$ cat src/serial_status_pkg.sv
`default_nettype none
package serial_status_pkg;
    // address decode: high byte picks the access path
    localparam logic [7:0] BLOCKING_BASE  = 8'h0e;
    localparam logic [7:0] NONBLOCK_BASE  = 8'h0f;
    localparam logic [7:0] CTRL_ONE_OFS   = 8'h1a;
    localparam logic [7:0] CTRL_TWO_OFS   = 8'h1b;
    localparam logic [7:0] STATUS_OFS     = 8'h1c;
    localparam logic [7:0] DATA_OFS       = 8'h1f;
    // status flag positions
    localparam int EMPTY_BIT = 7;
    localparam int DONE_BIT  = 6;
    localparam int FULL_BIT  = 5;
    localparam int IDLE_BIT  = 4;
    localparam int OVR_BIT   = 3;
    localparam int NOISE_BIT = 2;
    localparam int FRAME_BIT = 1;
    localparam int PAR_BIT   = 0;
    // control one fields
    localparam int NINE_BIT  = 4;
    localparam int QSEL_BIT  = 2;
    localparam int PEN_BIT   = 1;
    localparam int PODD_BIT  = 0;
    // control two fields
    localparam int TXON_BIT  = 3;
    localparam int BRK_BIT   = 0;
    localparam logic [7:0] STATUS_RESET = 8'hc0;
    localparam logic [7:0] CTRL_RESET   = 8'h00;
    // idle character time in bit times
    localparam logic [3:0] CHAR_LEN_8 = 4'ha;
    localparam logic [3:0] CHAR_LEN_9 = 4'hb;
    typedef enum logic [1:0] {
        QUIET_OFF       = 2'b00,
        QUIET_WAIT_STOP = 2'b01,
        QUIET_COUNT     = 2'b10
    } quiet_state_type;
endpackage : serial_status_pkg
`default_nettype wire
$ cat src/serial_status_flags.sv
`timescale 1ns/100ps
`default_nettype none
module serial_status_flags (
    input  wire logic        sys_clk_i,       // 50 MHz clock
    input  wire logic        reset_i,         // sync reset, high
    input  wire logic [15:0] addr_i,          // register address
    input  wire logic [7:0]  wr_data_i,       // write data
    input  wire logic        wr_i,            // write strobe
    input  wire logic        rd_i,            // read strobe
    output logic      [7:0]  rd_data_o,       // read data, next cycle
    input  wire logic        tx_load_i,       // buffer moved to shifter
    input  wire logic        tx_busy_i,       // data/preamble/break going out
    output logic      [7:0]  tx_data_o,       // transmit buffer value
    output logic             tx_write_o,      // data register written
    output logic             tx_on_o,         // transmitter enable
    output logic             break_queue_o,   // break request level
    output logic             nine_bit_o,      // nine-bit characters
    output logic             parity_enable_o, // parity on
    output logic             parity_odd_o,    // odd parity
    input  wire logic        rxd_i,           // receive pin
    input  wire logic        bit_tick_i,      // one pulse per bit time
    input  wire logic        rx_start_done_i, // start bit finished
    input  wire logic        rx_stop_done_i,  // stop bit finished
    input  wire logic        rx_bit_done_i,   // one bit sampled
    input  wire logic        rx_bit_start_i,  // that bit was the start bit
    input  wire logic [6:0]  rx_samples_i,    // samples of that bit
    input  wire logic        rx_char_ready_i, // character assembled
    input  wire logic [7:0]  rx_data_i,       // character data
    input  wire logic        rx_parity_i,     // received parity bit
    input  wire logic        rx_stop_i,       // stop bit sample
    output logic      [7:0]  status_o         // live status flags
);

    ////////////////////////////////////////////////////////////////////
    // helpers

    function automatic logic reg_hit(input logic [15:0] a, input logic [7:0] ofs);
        reg_hit = ((a[15:8] == serial_status_pkg::BLOCKING_BASE) ||
                   (a[15:8] == serial_status_pkg::NONBLOCK_BASE)) && (a[7:0] == ofs);
    endfunction : reg_hit

    // start bit holds seven samples, other bits three
    function automatic logic bit_noisy(input logic [6:0] s, input logic start);
        if (start) begin
            bit_noisy = !((&s) || (~|s));
        end else begin
            bit_noisy = !((&s[2:0]) || (~|s[2:0]));
        end
    endfunction : bit_noisy

    ////////////////////////////////////////////////////////////////////
    // decode

    logic [7:0] flags_reg;
    logic [7:0] arm_reg;
    logic [4:0] ctrl_one_reg;
    logic [3:0] ctrl_two_reg;
    logic [7:0] rx_data_reg;
    logic       st_hit;
    logic       st_rd;
    logic       st_wr;
    logic       data_rd;
    logic       data_wr;
    logic       two_wr;
    logic       one_wr;

    assign st_hit  = reg_hit(addr_i, serial_status_pkg::STATUS_OFS);
    assign st_rd   = rd_i && st_hit;
    assign st_wr   = wr_i && st_hit;
    assign data_rd = rd_i && reg_hit(addr_i, serial_status_pkg::DATA_OFS);
    assign data_wr = wr_i && reg_hit(addr_i, serial_status_pkg::DATA_OFS);
    assign one_wr  = wr_i && reg_hit(addr_i, serial_status_pkg::CTRL_ONE_OFS);
    assign two_wr  = wr_i && reg_hit(addr_i, serial_status_pkg::CTRL_TWO_OFS);

    // read mux; the status path has no write branch at all
    always_ff @(posedge sys_clk_i) begin
        if (reset_i) begin
            rd_data_o <= 8'h00;
        end else if (rd_i) begin
            if (st_hit) begin
                rd_data_o <= flags_reg;
            end else if (reg_hit(addr_i, serial_status_pkg::DATA_OFS)) begin
                rd_data_o <= rx_data_reg;
            end else if (reg_hit(addr_i, serial_status_pkg::CTRL_ONE_OFS)) begin
                rd_data_o <= {3'h0, ctrl_one_reg};
            end else if (reg_hit(addr_i, serial_status_pkg::CTRL_TWO_OFS)) begin
                rd_data_o <= {4'h0, ctrl_two_reg};
            end else begin
                rd_data_o <= 8'h00; // unmapped reads as zero
            end
        end else begin
            rd_data_o <= 8'h00;
        end
    end

    ////////////////////////////////////////////////////////////////////
    // control registers

    logic txon_rise;
    logic brk_write1;

    assign txon_rise  = two_wr && wr_data_i[serial_status_pkg::TXON_BIT] &&
                        !ctrl_two_reg[serial_status_pkg::TXON_BIT];
    assign brk_write1 = two_wr && wr_data_i[serial_status_pkg::BRK_BIT];

    always_ff @(posedge sys_clk_i) begin
        if (reset_i) begin
            ctrl_one_reg <= serial_status_pkg::CTRL_RESET[4:0];
        end else if (one_wr) begin
            ctrl_one_reg <= wr_data_i[4:0];
        end
    end

    // break level stays as written; transmitter repeats breaks while high
    always_ff @(posedge sys_clk_i) begin
        if (reset_i) begin
            ctrl_two_reg <= serial_status_pkg::CTRL_RESET[3:0];
        end else if (two_wr) begin
            ctrl_two_reg <= wr_data_i[3:0];
        end
    end

    always_ff @(posedge sys_clk_i) begin
        if (reset_i) begin
            tx_on_o         <= 1'b0;
            break_queue_o   <= 1'b0;
            nine_bit_o      <= 1'b0;
            parity_enable_o <= 1'b0;
            parity_odd_o    <= 1'b0;
        end else begin
            tx_on_o         <= two_wr ? wr_data_i[serial_status_pkg::TXON_BIT] : tx_on_o;
            break_queue_o   <= two_wr ? wr_data_i[serial_status_pkg::BRK_BIT] : break_queue_o;
            nine_bit_o      <= one_wr ? wr_data_i[serial_status_pkg::NINE_BIT] : nine_bit_o;
            parity_enable_o <= one_wr ? wr_data_i[serial_status_pkg::PEN_BIT] : parity_enable_o;
            parity_odd_o    <= one_wr ? wr_data_i[serial_status_pkg::PODD_BIT] : parity_odd_o;
        end
    end

    // transmit buffer handoff
    always_ff @(posedge sys_clk_i) begin
        if (reset_i) begin
            tx_data_o  <= 8'h00;
            tx_write_o <= 1'b0;
        end else begin
            tx_write_o <= data_wr;
            if (data_wr) begin
                tx_data_o <= wr_data_i;
            end
        end
    end

    ////////////////////////////////////////////////////////////////////
    // clear sequence: a status read arms only the flags it saw set

    logic empty_clr;
    logic done_clr;
    logic full_clr;
    logic idle_clr;
    logic ovr_clr;
    logic noise_clr;
    logic frame_clr;
    logic par_clr;

    always_ff @(posedge sys_clk_i) begin
        if (reset_i) begin
            arm_reg <= 8'h00;
        end else if (st_rd) begin
            arm_reg <= flags_reg;
        end else begin
            arm_reg <= arm_reg & ~{empty_clr, done_clr, full_clr, idle_clr,
                                   ovr_clr, noise_clr, frame_clr, par_clr};
        end
    end

    assign empty_clr = data_wr && arm_reg[serial_status_pkg::EMPTY_BIT];
    assign done_clr  = arm_reg[serial_status_pkg::DONE_BIT] &&
                       (data_wr || txon_rise || brk_write1);
    assign full_clr  = data_rd && arm_reg[serial_status_pkg::FULL_BIT];
    assign idle_clr  = data_rd && arm_reg[serial_status_pkg::IDLE_BIT];
    assign ovr_clr   = data_rd && arm_reg[serial_status_pkg::OVR_BIT];
    assign noise_clr = data_rd && arm_reg[serial_status_pkg::NOISE_BIT];
    assign frame_clr = data_rd && arm_reg[serial_status_pkg::FRAME_BIT];
    assign par_clr   = data_rd && arm_reg[serial_status_pkg::PAR_BIT];

    ////////////////////////////////////////////////////////////////////
    // transmit flags

    logic done_hold_reg;
    logic done_set;

    // after a clear, hold off until the transmitter reports activity,
    // otherwise an idle shifter would re-set the flag before it starts
    always_ff @(posedge sys_clk_i) begin
        if (reset_i) begin
            done_hold_reg <= 1'b0;
        end else if (done_clr) begin
            done_hold_reg <= 1'b1;
        end else if (tx_busy_i) begin
            done_hold_reg <= 1'b0;
        end
    end

    assign done_set = flags_reg[serial_status_pkg::EMPTY_BIT] && !tx_busy_i &&
                      !done_hold_reg && !done_clr;

    ////////////////////////////////////////////////////////////////////
    // receive capture

    logic noise_pend_reg;
    logic noise_now;
    logic rx_accept;
    logic rx_lost;
    logic par_bad;

    assign noise_now = rx_bit_done_i && bit_noisy(rx_samples_i, rx_bit_start_i);
    // a read that empties the buffer in the same cycle makes room
    assign rx_accept = rx_char_ready_i &&
                       !(flags_reg[serial_status_pkg::FULL_BIT] && !full_clr);
    assign rx_lost   = rx_char_ready_i && !rx_accept;
    assign par_bad   = parity_enable_o &&
                       (rx_parity_i != ((^rx_data_i) ^ parity_odd_o));

    always_ff @(posedge sys_clk_i) begin
        if (reset_i) begin
            noise_pend_reg <= 1'b0;
        end else if (rx_char_ready_i) begin
            noise_pend_reg <= 1'b0;
        end else if (noise_now) begin
            noise_pend_reg <= 1'b1;
        end
    end

    // a lost character never reaches the data register
    always_ff @(posedge sys_clk_i) begin
        if (reset_i) begin
            rx_data_reg <= 8'h00;
        end else if (rx_accept) begin
            rx_data_reg <= rx_data_i;
        end
    end

    ////////////////////////////////////////////////////////////////////
    // idle line: pin sync and quiet counter

    logic rxd_s1_reg;
    logic rxd_s2_reg;
    logic rxd_s3_reg;
    logic line_reg;

    always_ff @(posedge sys_clk_i) begin
        if (reset_i) begin
            rxd_s1_reg <= 1'b1;
            rxd_s2_reg <= 1'b1;
            rxd_s3_reg <= 1'b1;
            line_reg   <= 1'b1;
        end else begin
            rxd_s1_reg <= rxd_i;
            rxd_s2_reg <= rxd_s1_reg;
            rxd_s3_reg <= rxd_s2_reg;
            if (rxd_s2_reg == rxd_s3_reg) begin
                line_reg <= rxd_s2_reg;
            end
        end
    end

    serial_status_pkg::quiet_state_type q_state_reg;
    logic [3:0] q_count_reg;
    logic [3:0] q_len;
    logic       idle_set;
    logic       idle_ok_reg;
    logic       q_done;

    assign q_len  = nine_bit_o ? serial_status_pkg::CHAR_LEN_9 :
                                 serial_status_pkg::CHAR_LEN_8;
    assign q_done = (q_state_reg == serial_status_pkg::QUIET_COUNT) && bit_tick_i &&
                    line_reg && ((q_count_reg + 4'h1) == q_len);
    assign idle_set = q_done && idle_ok_reg;

    always_ff @(posedge sys_clk_i) begin
        if (reset_i) begin
            q_state_reg <= serial_status_pkg::QUIET_OFF;
            q_count_reg <= 4'h0;
        end else if (rx_start_done_i) begin
            q_count_reg <= 4'h0;
            if (ctrl_one_reg[serial_status_pkg::QSEL_BIT]) begin
                q_state_reg <= serial_status_pkg::QUIET_WAIT_STOP;
            end else begin
                q_state_reg <= serial_status_pkg::QUIET_COUNT;
            end
        end else begin
            case (q_state_reg)
                serial_status_pkg::QUIET_WAIT_STOP: begin
                    if (rx_stop_done_i) begin
                        q_state_reg <= serial_status_pkg::QUIET_COUNT;
                        q_count_reg <= 4'h0;
                    end
                end
                serial_status_pkg::QUIET_COUNT: begin
                    if (!line_reg) begin
                        q_count_reg <= 4'h0; // any low bit restarts the count
                    end else if (q_done) begin
                        q_state_reg <= serial_status_pkg::QUIET_OFF;
                        q_count_reg <= 4'h0;
                    end else if (bit_tick_i) begin
                        q_count_reg <= q_count_reg + 4'h1;
                    end
                end
                serial_status_pkg::QUIET_OFF: begin
                    q_count_reg <= 4'h0;
                end
                default: begin
                    q_state_reg <= serial_status_pkg::QUIET_OFF;
                    q_count_reg <= 4'h0;
                end
            endcase
        end
    end

    // idle may fire once per character that reached the buffer
    always_ff @(posedge sys_clk_i) begin
        if (reset_i) begin
            idle_ok_reg <= 1'b0;
        end else begin
            idle_ok_reg <= rx_accept || (idle_ok_reg && !idle_set);
        end
    end

    ////////////////////////////////////////////////////////////////////
    // flags: a set in the clear cycle wins, except complete, whose set its clear blocks; software writes never land

    always_ff @(posedge sys_clk_i) begin
        if (reset_i) begin
            flags_reg <= serial_status_pkg::STATUS_RESET;
        end else begin
            flags_reg[serial_status_pkg::EMPTY_BIT] <= tx_load_i ||
                (flags_reg[serial_status_pkg::EMPTY_BIT] && !empty_clr);
            flags_reg[serial_status_pkg::DONE_BIT] <= done_set ||
                (flags_reg[serial_status_pkg::DONE_BIT] && !done_clr);
            flags_reg[serial_status_pkg::FULL_BIT] <= rx_accept ||
                (flags_reg[serial_status_pkg::FULL_BIT] && !full_clr);
            flags_reg[serial_status_pkg::IDLE_BIT] <= idle_set ||
                (flags_reg[serial_status_pkg::IDLE_BIT] && !idle_clr);
            flags_reg[serial_status_pkg::OVR_BIT] <= rx_lost ||
                (flags_reg[serial_status_pkg::OVR_BIT] && !ovr_clr);
            flags_reg[serial_status_pkg::NOISE_BIT] <= (rx_accept && (noise_pend_reg || noise_now)) ||
                (flags_reg[serial_status_pkg::NOISE_BIT] && !noise_clr);
            flags_reg[serial_status_pkg::FRAME_BIT] <= (rx_accept && !rx_stop_i) ||
                (flags_reg[serial_status_pkg::FRAME_BIT] && !frame_clr);
            flags_reg[serial_status_pkg::PAR_BIT] <= (rx_accept && par_bad) ||
                (flags_reg[serial_status_pkg::PAR_BIT] && !par_clr);
        end
    end

    assign status_o = flags_reg;
endmodule : serial_status_flags
`default_nettype wire

$ cat config.mk
export PLATFORM = sky130hd
export DESIGN_NAME = serial_status_flags
export DESIGN_NICKNAME = d
export VERILOG_FILES = /design/src/serial_status_pkg.sv /design/src/serial_status_flags.sv
export SDC_FILE = /design/constraint.sdc
export NUM_CORES = 1
export LEC_CHECK = 0
export ABC_AREA = 1
export ABC_CLOCK_PERIOD_IN_PS = 2029
export BUFFER_PORTS_ARGS = -buffer_cell sky130_fd_sc_hd__buf_2
export CORE_AREA = 2 2 111 59
export CTS_BUF_LIST = sky130_fd_sc_hd__clkbuf_8
export DETAILED_ROUTE_END_ITERATION = 8
export DIE_AREA = 0 0 113 61
export PLACE_DENSITY = 0.8
export SLEW_MARGIN = 20
export SYNTH_ARGS = -nofsm -noshare
export SYNTH_HDL_FRONTEND = slang
export SYNTH_SLANG_ARGS = --single-unit
$ cat constraint.sdc
create_clock -name sys_clk_i -period 2.03 [get_ports sys_clk_i]
set_input_delay 0.609 -clock sys_clk_i [delete_from_list [all_inputs] [get_ports sys_clk_i]]
set_output_delay 0.609 -clock sys_clk_i [all_outputs]
set_load 0.05 [all_outputs]
==> metrics.txt, run 1 <==
clk_skew 0.00663 ns; Mapped Area 3100 sq um; # IOs 84; Die ar. 6890 sq um; Max Slew Vio Count 0; Final period util 85.7%; Setup WS post-layout 0.290 ns; worst hold-check path type flop to flop; Die Y 61 um; Main synth FF type dfxtp_1; Nets 602; CP bufs+invs 1; H-Tree Depth 3; area growth from synthesis to layout 24.3%; Seq/Total Area, Yosys 40.7%; WP data arrival 1.13 ns; Setup crit start kind flop; Post-Route WL 8510 um; GPL Wtd Cong 0.882; Critical Path End Type primary output; CTS root buffer clkbuf_8; worst path required time 1.42 ns; commonest non-fill, non-tap cells in the layout nand2_1 (131), buf_2 (82), dfxtp_1 (63), inv_1 (57), a21oi_1 (49); post-DP HPWL 6410 um; global-route wire length before repair 13400 um; Layout fillers 543; Die Span X 113 um; Starting Density 52.5%; vias in the first global route 2871; Num CTS Buffers 9; final hold vios 0; met3 usage 9.19%; Cell Pwr Density 694 nW/um^2; routed via count 3248; slowest stage cell, crit path dfxtp_1; initial antenna violation count 0; Post-synth EDFFs 0; Port Buffers 82; flops & latches, synth 63; CTS Sinks 63; Mapped Avg Cell Area 6.81 sq um; met2 Track Usage GR 39.7%; CP Class flop to primary output; worst-path maximum fanout 4; failing checks design-rule violations; post-cts hold buffer count 0; Clock transition at path regs 0.07 ns; Setup WS pre-CTS 0.0322 ns; CTS tree yes; setup violators final 0; VDD IR max 0.335 mV; Synthesized Nets 510; post-cts resize count 0; relative slew slack 67.0%; MaxCap Viol Count 0; clk_lat worst skew 0.35 ns; leakage 0.00180 uW; Max stage delay on crit path 0.47 ns; drt first pass iters 7; Ys Warns 0; status finished, violations left; DR vias/cell 5.16; Mapped Cells 455; Clock Path Buffers 2; DRT iter0 DRCs 294; Slew @ Worst Pin 0.493 ns; post-CTS setup buffers 0; RSZ-0062 raised after global routing false; layer with the highest usage met2; n_diodes 0; asr flop ratio synth 0%; Tmin final 1.74 ns; largest net degree at the start of global routing 23; GRT Resource Usage Total 25.6%; final setup TNS 0 ns; Core Region 5910 sq um; DRT antenna net count 0; layout cell share with drive strength beyond 1 23.9%; post-DR wirelength/cell 13.5 um; met1 Track Usage GR 34.5%; commonest non-fill, non-tap cell in the layout nand2_1; Top delay family on crit path flip-flops; crit path cell chain buf_2; # rows 20; Peak Freq 575 MHz; grt total ovfl 0; DRC Markers 7; Distinct cells, synth 32
==> routing by layer <==
layer	vias up	wire (um)
met5	-	0
met4	0	96
met3	13	739
met1	1469	4140
met2	123	3540
li1	1643	-
==> cells in the mapped netlist (2+ instances only) <==
| cell | count | area [sq um] |
|---|---|---|
| a21oi_1 | 49 | 245 |
| a31oi_1 | 2 | 12.5 |
| clkbuf_1 | 6 | 22.5 |
| dfxtp_1 | 63 | 1260 |
| inv_1 | 57 | 214 |
| inv_2 | 5 | 18.8 |
| nand2_1 | 131 | 492 |
| nand2_2 | 4 | 25.0 |
| nand2_4 | 2 | 22.5 |
| nand3_1 | 45 | 225 |
| nand3_2 | 3 | 30.0 |
| nand3b_1 | 3 | 22.5 |
| nand4_1 | 6 | 37.5 |
| nor2_1 | 33 | 124 |
| nor2_2 | 2 | 12.5 |
| nor2_4 | 4 | 45.0 |
| nor3_1 | 6 | 30.0 |
| o21ai_0 | 14 | 70.1 |
| o31ai_1 | 2 | 15.0 |
| or2_2 | 3 | 18.8 |
| xnor2_1 | 4 | 35.0 |
==> cells by family after synthesis <==
group | count (synthesis) | share of synthesized area [%]
and+or+nand+nor | 245 | 36.6
buffers and inverters | 71 | 9.01
AOI/OAI and AO/OA | 70 | 11.8
DFF | 63 | 40.7
xor gates and xnor gates | 5 | 1.41
adders and majority gates | 1 | 0.404
==> final cells by class <==
cell class	count	area [sq um]	area share [%]
clock buffers	10	138	3.57
clock inverters	6	70.1	1.82
inverters	62	233	6.04
multi-input cells	321	1560	40.4
flip-flops and latches	63	1260	32.7
well taps	77	96.3	2.50
repair buffers	90	495	12.9
==> report_power, final <==
| group | internal (uW) | leakage, uW | switching, uW |
|---|---|---|---|
| combinational | 98.3 | 0.00119 | 168 |
| sequential | 1260 | 0.000511 | 16.9 |
| clock | 603 | 0.0000947 | 529 |
| total | 1960 | 0.00180 | 714 |
==> final timing paths <==
check        slack (ns)  cells past startpoint             end       startpoint
max                0.29                      1      nine_bit_o  ctrl_one_reg[4]
min                0.41                      1      rxd_s2_reg       rxd_s1_reg
max reg2reg        0.61                      8  q_state_reg[1]   q_count_reg[0]
min reg2reg        0.41                      1      rxd_s2_reg       rxd_s1_reg
==> through the flow <==
stage	util (%)	cell area, sq um	std cells	hold slack, ns	total power, uW
after floorplan	-	3100	455	0.389	1450
after global placement	61.7	3640	613	0.391	1550
after detailed placement	61.7	3640	613	0.394	1560
after CTS	65.2	3850	629	0.413	2670
after global routing	65.2	3850	629	0.429	2780
final	65.2	3850	629	0.411	2670
(Power assumes the default switching activity.)
==> run 2, diff against run 1 <==
MAX_ROUTING_LAYER = met4   (was unset)
==> metrics.txt, run 2 (synthesis gave the netlist of run 1 again) <==
GRT Resource Usage Total 26.6% (+1.0 points); Tot Pwr 2680 uW (+0.21%); switching power 720 uW (+0.81%); Critical Path End Type primary output; # rows 20 (unchanged); commonest non-fill, non-tap cell in the layout nand2_1; Cell Pwr Density 695 nW/um^2 (+0.21%); GPL Wtd Cong 0.897 (+1.7%); Num CTS Buffers 9 (unchanged); Max stage delay on crit path 0.47 ns (about the same); n_diodes 0 (unchanged); Internal Dissipation 1960 uW (about the same); post-DP HPWL 6410 um (unchanged); grt total ovfl 0 (unchanged); vias in the first global route 2874 (+0.10%); final setup TNS 0 ns (unchanged); RSZ-0062 raised after global routing false; DRT iter0 DRCs 298 (+1.4%); Clock transition at path regs 0.07 ns (about the same); Die Y 61 um (unchanged); largest net degree at the start of global routing 23 (unchanged); post-cts resize count 0 (unchanged); worst path required time 1.42 ns (about the same); WP data arrival 1.15 ns (+0.02 ns); routed via count 3272 (+0.74%); final hold vios 0 (unchanged); Clock power frac 42.5% (about the same); Setup crit start kind flop; Starting Density 52.5% (unchanged); Gate power share 10.0% (about the same); clk_skew 0.00726 ns (+0.000628 ns); Final period util 86.6% (+0.82 points); DRT antenna net count 0 (unchanged); Die ar. 6890 sq um (unchanged); Switching Share 26.9% (+0.16 points); relative slew slack 67.2% (+0.14 points); DRC Markers 7 (unchanged); worst hold-check path type flop to flop; Post-Route WL 8520 um (about the same); status finished, violations left; clk_lat worst skew 0.36 ns (about the same); Slew @ Worst Pin 0.491 ns (-0.00216 ns); layout cell share with drive strength beyond 1 23.9% (unchanged); worst hold slack 0.411 ns (-0.000118 ns); post-CTS setup buffers 0 (unchanged); CTS Sinks 63 (unchanged); Tmin final 1.76 ns (+0.0166 ns); CP Class flop to primary output; Top delay family on crit path flip-flops; Clock Path Buffers 2 (unchanged); VDD IR max 0.334 mV (-0.26%); crit path cell chain buf_2; leakage 0.00180 uW (unchanged); slowest stage cell, crit path dfxtp_1; Port Buffers 82 (unchanged); Reg power frac 47.6% (about the same); Peak Freq 569 MHz (-0.94%); worst-path maximum fanout 4 (unchanged); drt first pass iters 7 (unchanged); post-cts hold buffer count 0 (unchanged); # IOs 84 (unchanged); global-route wire length before repair 13500 um (about the same); MaxCap Viol Count 0 (unchanged); CP bufs+invs 1 (unchanged); CTS root buffer clkbuf_8; CTS tree yes; commonest non-fill, non-tap cells in the layout nand2_1 (131), buf_2 (82), dfxtp_1 (63), inv_1 (57), a21oi_1 (49); post-DR wirelength/cell 13.5 um (about the same); initial antenna violation count 0 (unchanged); Die Span X 113 um (unchanged); area growth from synthesis to layout 24.3% (unchanged); failing checks design-rule violations; final instance area 3850 sq um (unchanged); Max Slew Vio Count 0 (unchanged); DR vias/cell 5.20 (+0.74%); Post-DP Area 3640 sq um (unchanged); setup violators final 0 (unchanged); Nets 602 (unchanged); Core Region 5910 sq um (unchanged); Layout fillers 543 (unchanged); final core utilization 65.2% (unchanged); H-Tree Depth 3 (unchanged)
==> run 2: routing by layer <==
layer  vias up  global-route usage [%]  wire [um]
li1       1644                       -          -
met2       146                    39.7       3550
met5         -                       -          0
met4         0                    7.14         96
met3        12                    8.79        829
met1      1470                    35.0       4040
==> run 2: cell type report <==
cell class | count | area [sq um] | share of cell area [%]
Timing Repair Buffer | 90 | 495 | 12.9
Clock buffer | 10 | 138 | 3.57
Multi-Input combinational cell | 321 | 1560 | 40.4
Tap cell | 77 | 96.3 | 2.50
Clock inverter | 6 | 70.1 | 1.82
Sequential cell | 63 | 1260 | 32.7
Inverter | 62 | 233 | 6.04
==> run 2: power by group through the flow <==
stage | Sequential (uW) | Clock (uW) | Combinational [uW]
4_1_cts | 1270 | 1140 | 265
2_1_floorplan | 1320 | 0 | 134
3_3_place_gp | 1300 | 0 | 254
3_5_place_dp | 1300 | 0 | 264
5_1_grt | 1280 | 1210 | 299
6_report | 1270 | 1140 | 267
==> run 2: path summary, 6_finish.rpt <==
kind	from	cells past startpoint	end	slack, ns
worst max-delay path	ctrl_one_reg[4]	1	nine_bit_o	0.27
worst min-delay path	rxd_s1_reg	1	rxd_s2_reg	0.41
worst max register to register	q_count_reg[0]	8	q_state_reg[1]	0.60
worst min register to register	rxd_s1_reg	1	rxd_s2_reg	0.41
==> run 2: through the flow <==
stage	instances	setup slack, ns
finish	629	0.273
global route	629	0.227
CTS	629	0.284
detailed placement	613	0.0322
global placement	613	0.105
floorplan	455	0.381
==> run 3, diff against run 2 <==
REMOVE_ABC_BUFFERS = 1   (was unset)
==> metrics.txt, run 3 (synthesis gave the netlist of run 1 again) <==
status finished, violations left; failing checks design-rule violations; Num CTS Buffers 9 (unchanged); CP Class flop to primary output; clk_skew 0.00686 ns (-0.000397 ns); leakage 0.00181 uW (+0.93%); Die ar. 6890 sq um (unchanged); area growth from synthesis to layout 23.8%; worst min-delay path startpoint rxd_s1_reg; Post-Route WL 8030 um (-5.7%); met2 Track Usage GR 36.4% (-3.3 points); VDD IR max 0.441 mV (+32%); Nets 602 (unchanged); Final period util 85.9% (-0.65 points); final setup TNS 0 ns (unchanged); Cell Pwr Density 703 nW/um^2 (+1.0%); Reg power frac 47.3% (-0.3 points); H-Tree Depth 3 (unchanged); RSZ-0062 raised after global routing false; CP bufs+invs 1 (unchanged); post-CTS setup buffers 0 (unchanged); met1 Track Usage GR 34.6% (-0.39 points); CTS tree yes; slowest stage cell, crit path dfxtp_1; Clock Path Buffers 2 (unchanged); Max stage delay on crit path 0.46 ns (about the same); Core Region 5910 sq um (unchanged); Tmin final 1.74 ns (-0.0132 ns); worst hold-check path type flop to flop; Clock transition at path regs 0.06 ns (about the same); r2r startpoint ctrl_one_reg[0]; grt total ovfl 0 (unchanged); Max Slew Vio Count 0 (unchanged); WP data arrival 1.13 ns (-0.02 ns); crit path from status_o[5]; DR vias/cell 5.13 (-1.4%); Die Y 61 um (unchanged); DRC Markers 7 (unchanged); initial antenna violation count 0 (unchanged); MaxCap Viol Count 0 (unchanged); Switching Share 24.8% (-2.1 points); n_diodes 0 (unchanged); Setup crit start kind flop; global-route wire length before repair 13000 um (-3.7%); layout cell share with drive strength beyond 1 23.4% (-0.54 points); CTS Sinks 63 (unchanged); post-cts hold buffer count 0 (unchanged); relative slew slack 61.1% (-6.1 points); worst path required time 1.42 ns (about the same); met3 usage 9.39% (+0.60 points); crit path cell chain buf_2; Peak Freq 573 MHz (+0.75%); drt first pass iters 7 (unchanged); vias in the first global route 2730 (-5.0%); final hold vios 0 (unchanged); switching power 667 uW (-7.3%); # rows 20 (unchanged); post-cts resize count 0 (unchanged); Clock power frac 43.0% (+0.5 points); GPL Wtd Cong 0.905 (+0.94%); CTS root buffer clkbuf_8; Gate power share 9.7% (-0.3 points); # IOs 84 (unchanged); Top delay family on crit path flip-flops; setup violators final 0 (unchanged); clk_lat worst skew 0.35 ns (about the same); largest net degree at the start of global routing 23 (unchanged); layer with the highest usage met2; final core utilization 65.0% (-0.25 points); Port Buffers 82 (unchanged); post-DP HPWL 6270 um (-2.1%); post-DR wirelength/cell 12.8 um (-5.7%); GRT Resource Usage Total 25.6% (-0.98 points); Slew @ Worst Pin 0.582 ns (+0.0915 ns); DRT antenna net count 0 (unchanged); Die Span X 113 um (unchanged); Internal Dissipation 2030 uW (+3.6%); commonest non-fill, non-tap cell in the layout nand2_1; routed via count 3225 (-1.4%); Critical Path End Type primary output; worst-path maximum fanout 5 (+1); Starting Density 52.5% (unchanged); commonest non-fill, non-tap cells in the layout nand2_1 (131), buf_2 (82), dfxtp_1 (63), inv_1 (60), a21oi_1 (49); DRT iter0 DRCs 203 (-32%)
run 3: cell type report:
type	instances	area, sq um
Clock buffer	9	124
Clock inverter	7	81.3
Fill cell	544	2070
Inverter	62	233
Multi-Input combinational cell	321	1560
Sequential cell	63	1260
Tap cell	77	96.3
Timing Repair Buffer	90	483
run 3: metal layers:
layer | part of all wire [%] | routed length (um)
met2 | 40 | 3210
met5 | 0 | 0
met1 | 49 | 3930
met4 | 0.45 | 36
met3 | 11 | 851
run 3: power groups by stage:
stage                     sequential, uW  combinational (uW)  clock [uW]
after floorplan                     1320                 117           0
after CTS                           1270                 261        1180
after detailed placement            1300                 259           0
final                               1270                 262        1160
after global placement              1300                 251           0
after global routing                1280                 294        1230
run 3: final timing paths:
kind / endpoint / slack (ns) / cells after the start
worst max-delay path: status_o[5] / 0.29 / 1
worst min-delay path: rxd_s2_reg / 0.42 / 1
worst max register to register: status_o[0] / 0.57 / 12
worst min register to register: rxd_s2_reg / 0.42 / 1
run 3: metrics by stage:
stage | instances | instance area (sq um) | total power (uW) | hold WS, ns | setup slack (ns)
after floorplan | 446 | 3050 | 1430 | 0.389 | 0.263
after global placement | 613 | 3630 | 1550 | 0.393 | 0.0727
after detailed placement | 613 | 3630 | 1560 | 0.399 | 0.0327
after CTS | 629 | 3840 | 2710 | 0.416 | 0.277
after global routing | 629 | 3840 | 2800 | 0.419 | 0.237
final | 629 | 3840 | 2690 | 0.416 | 0.286
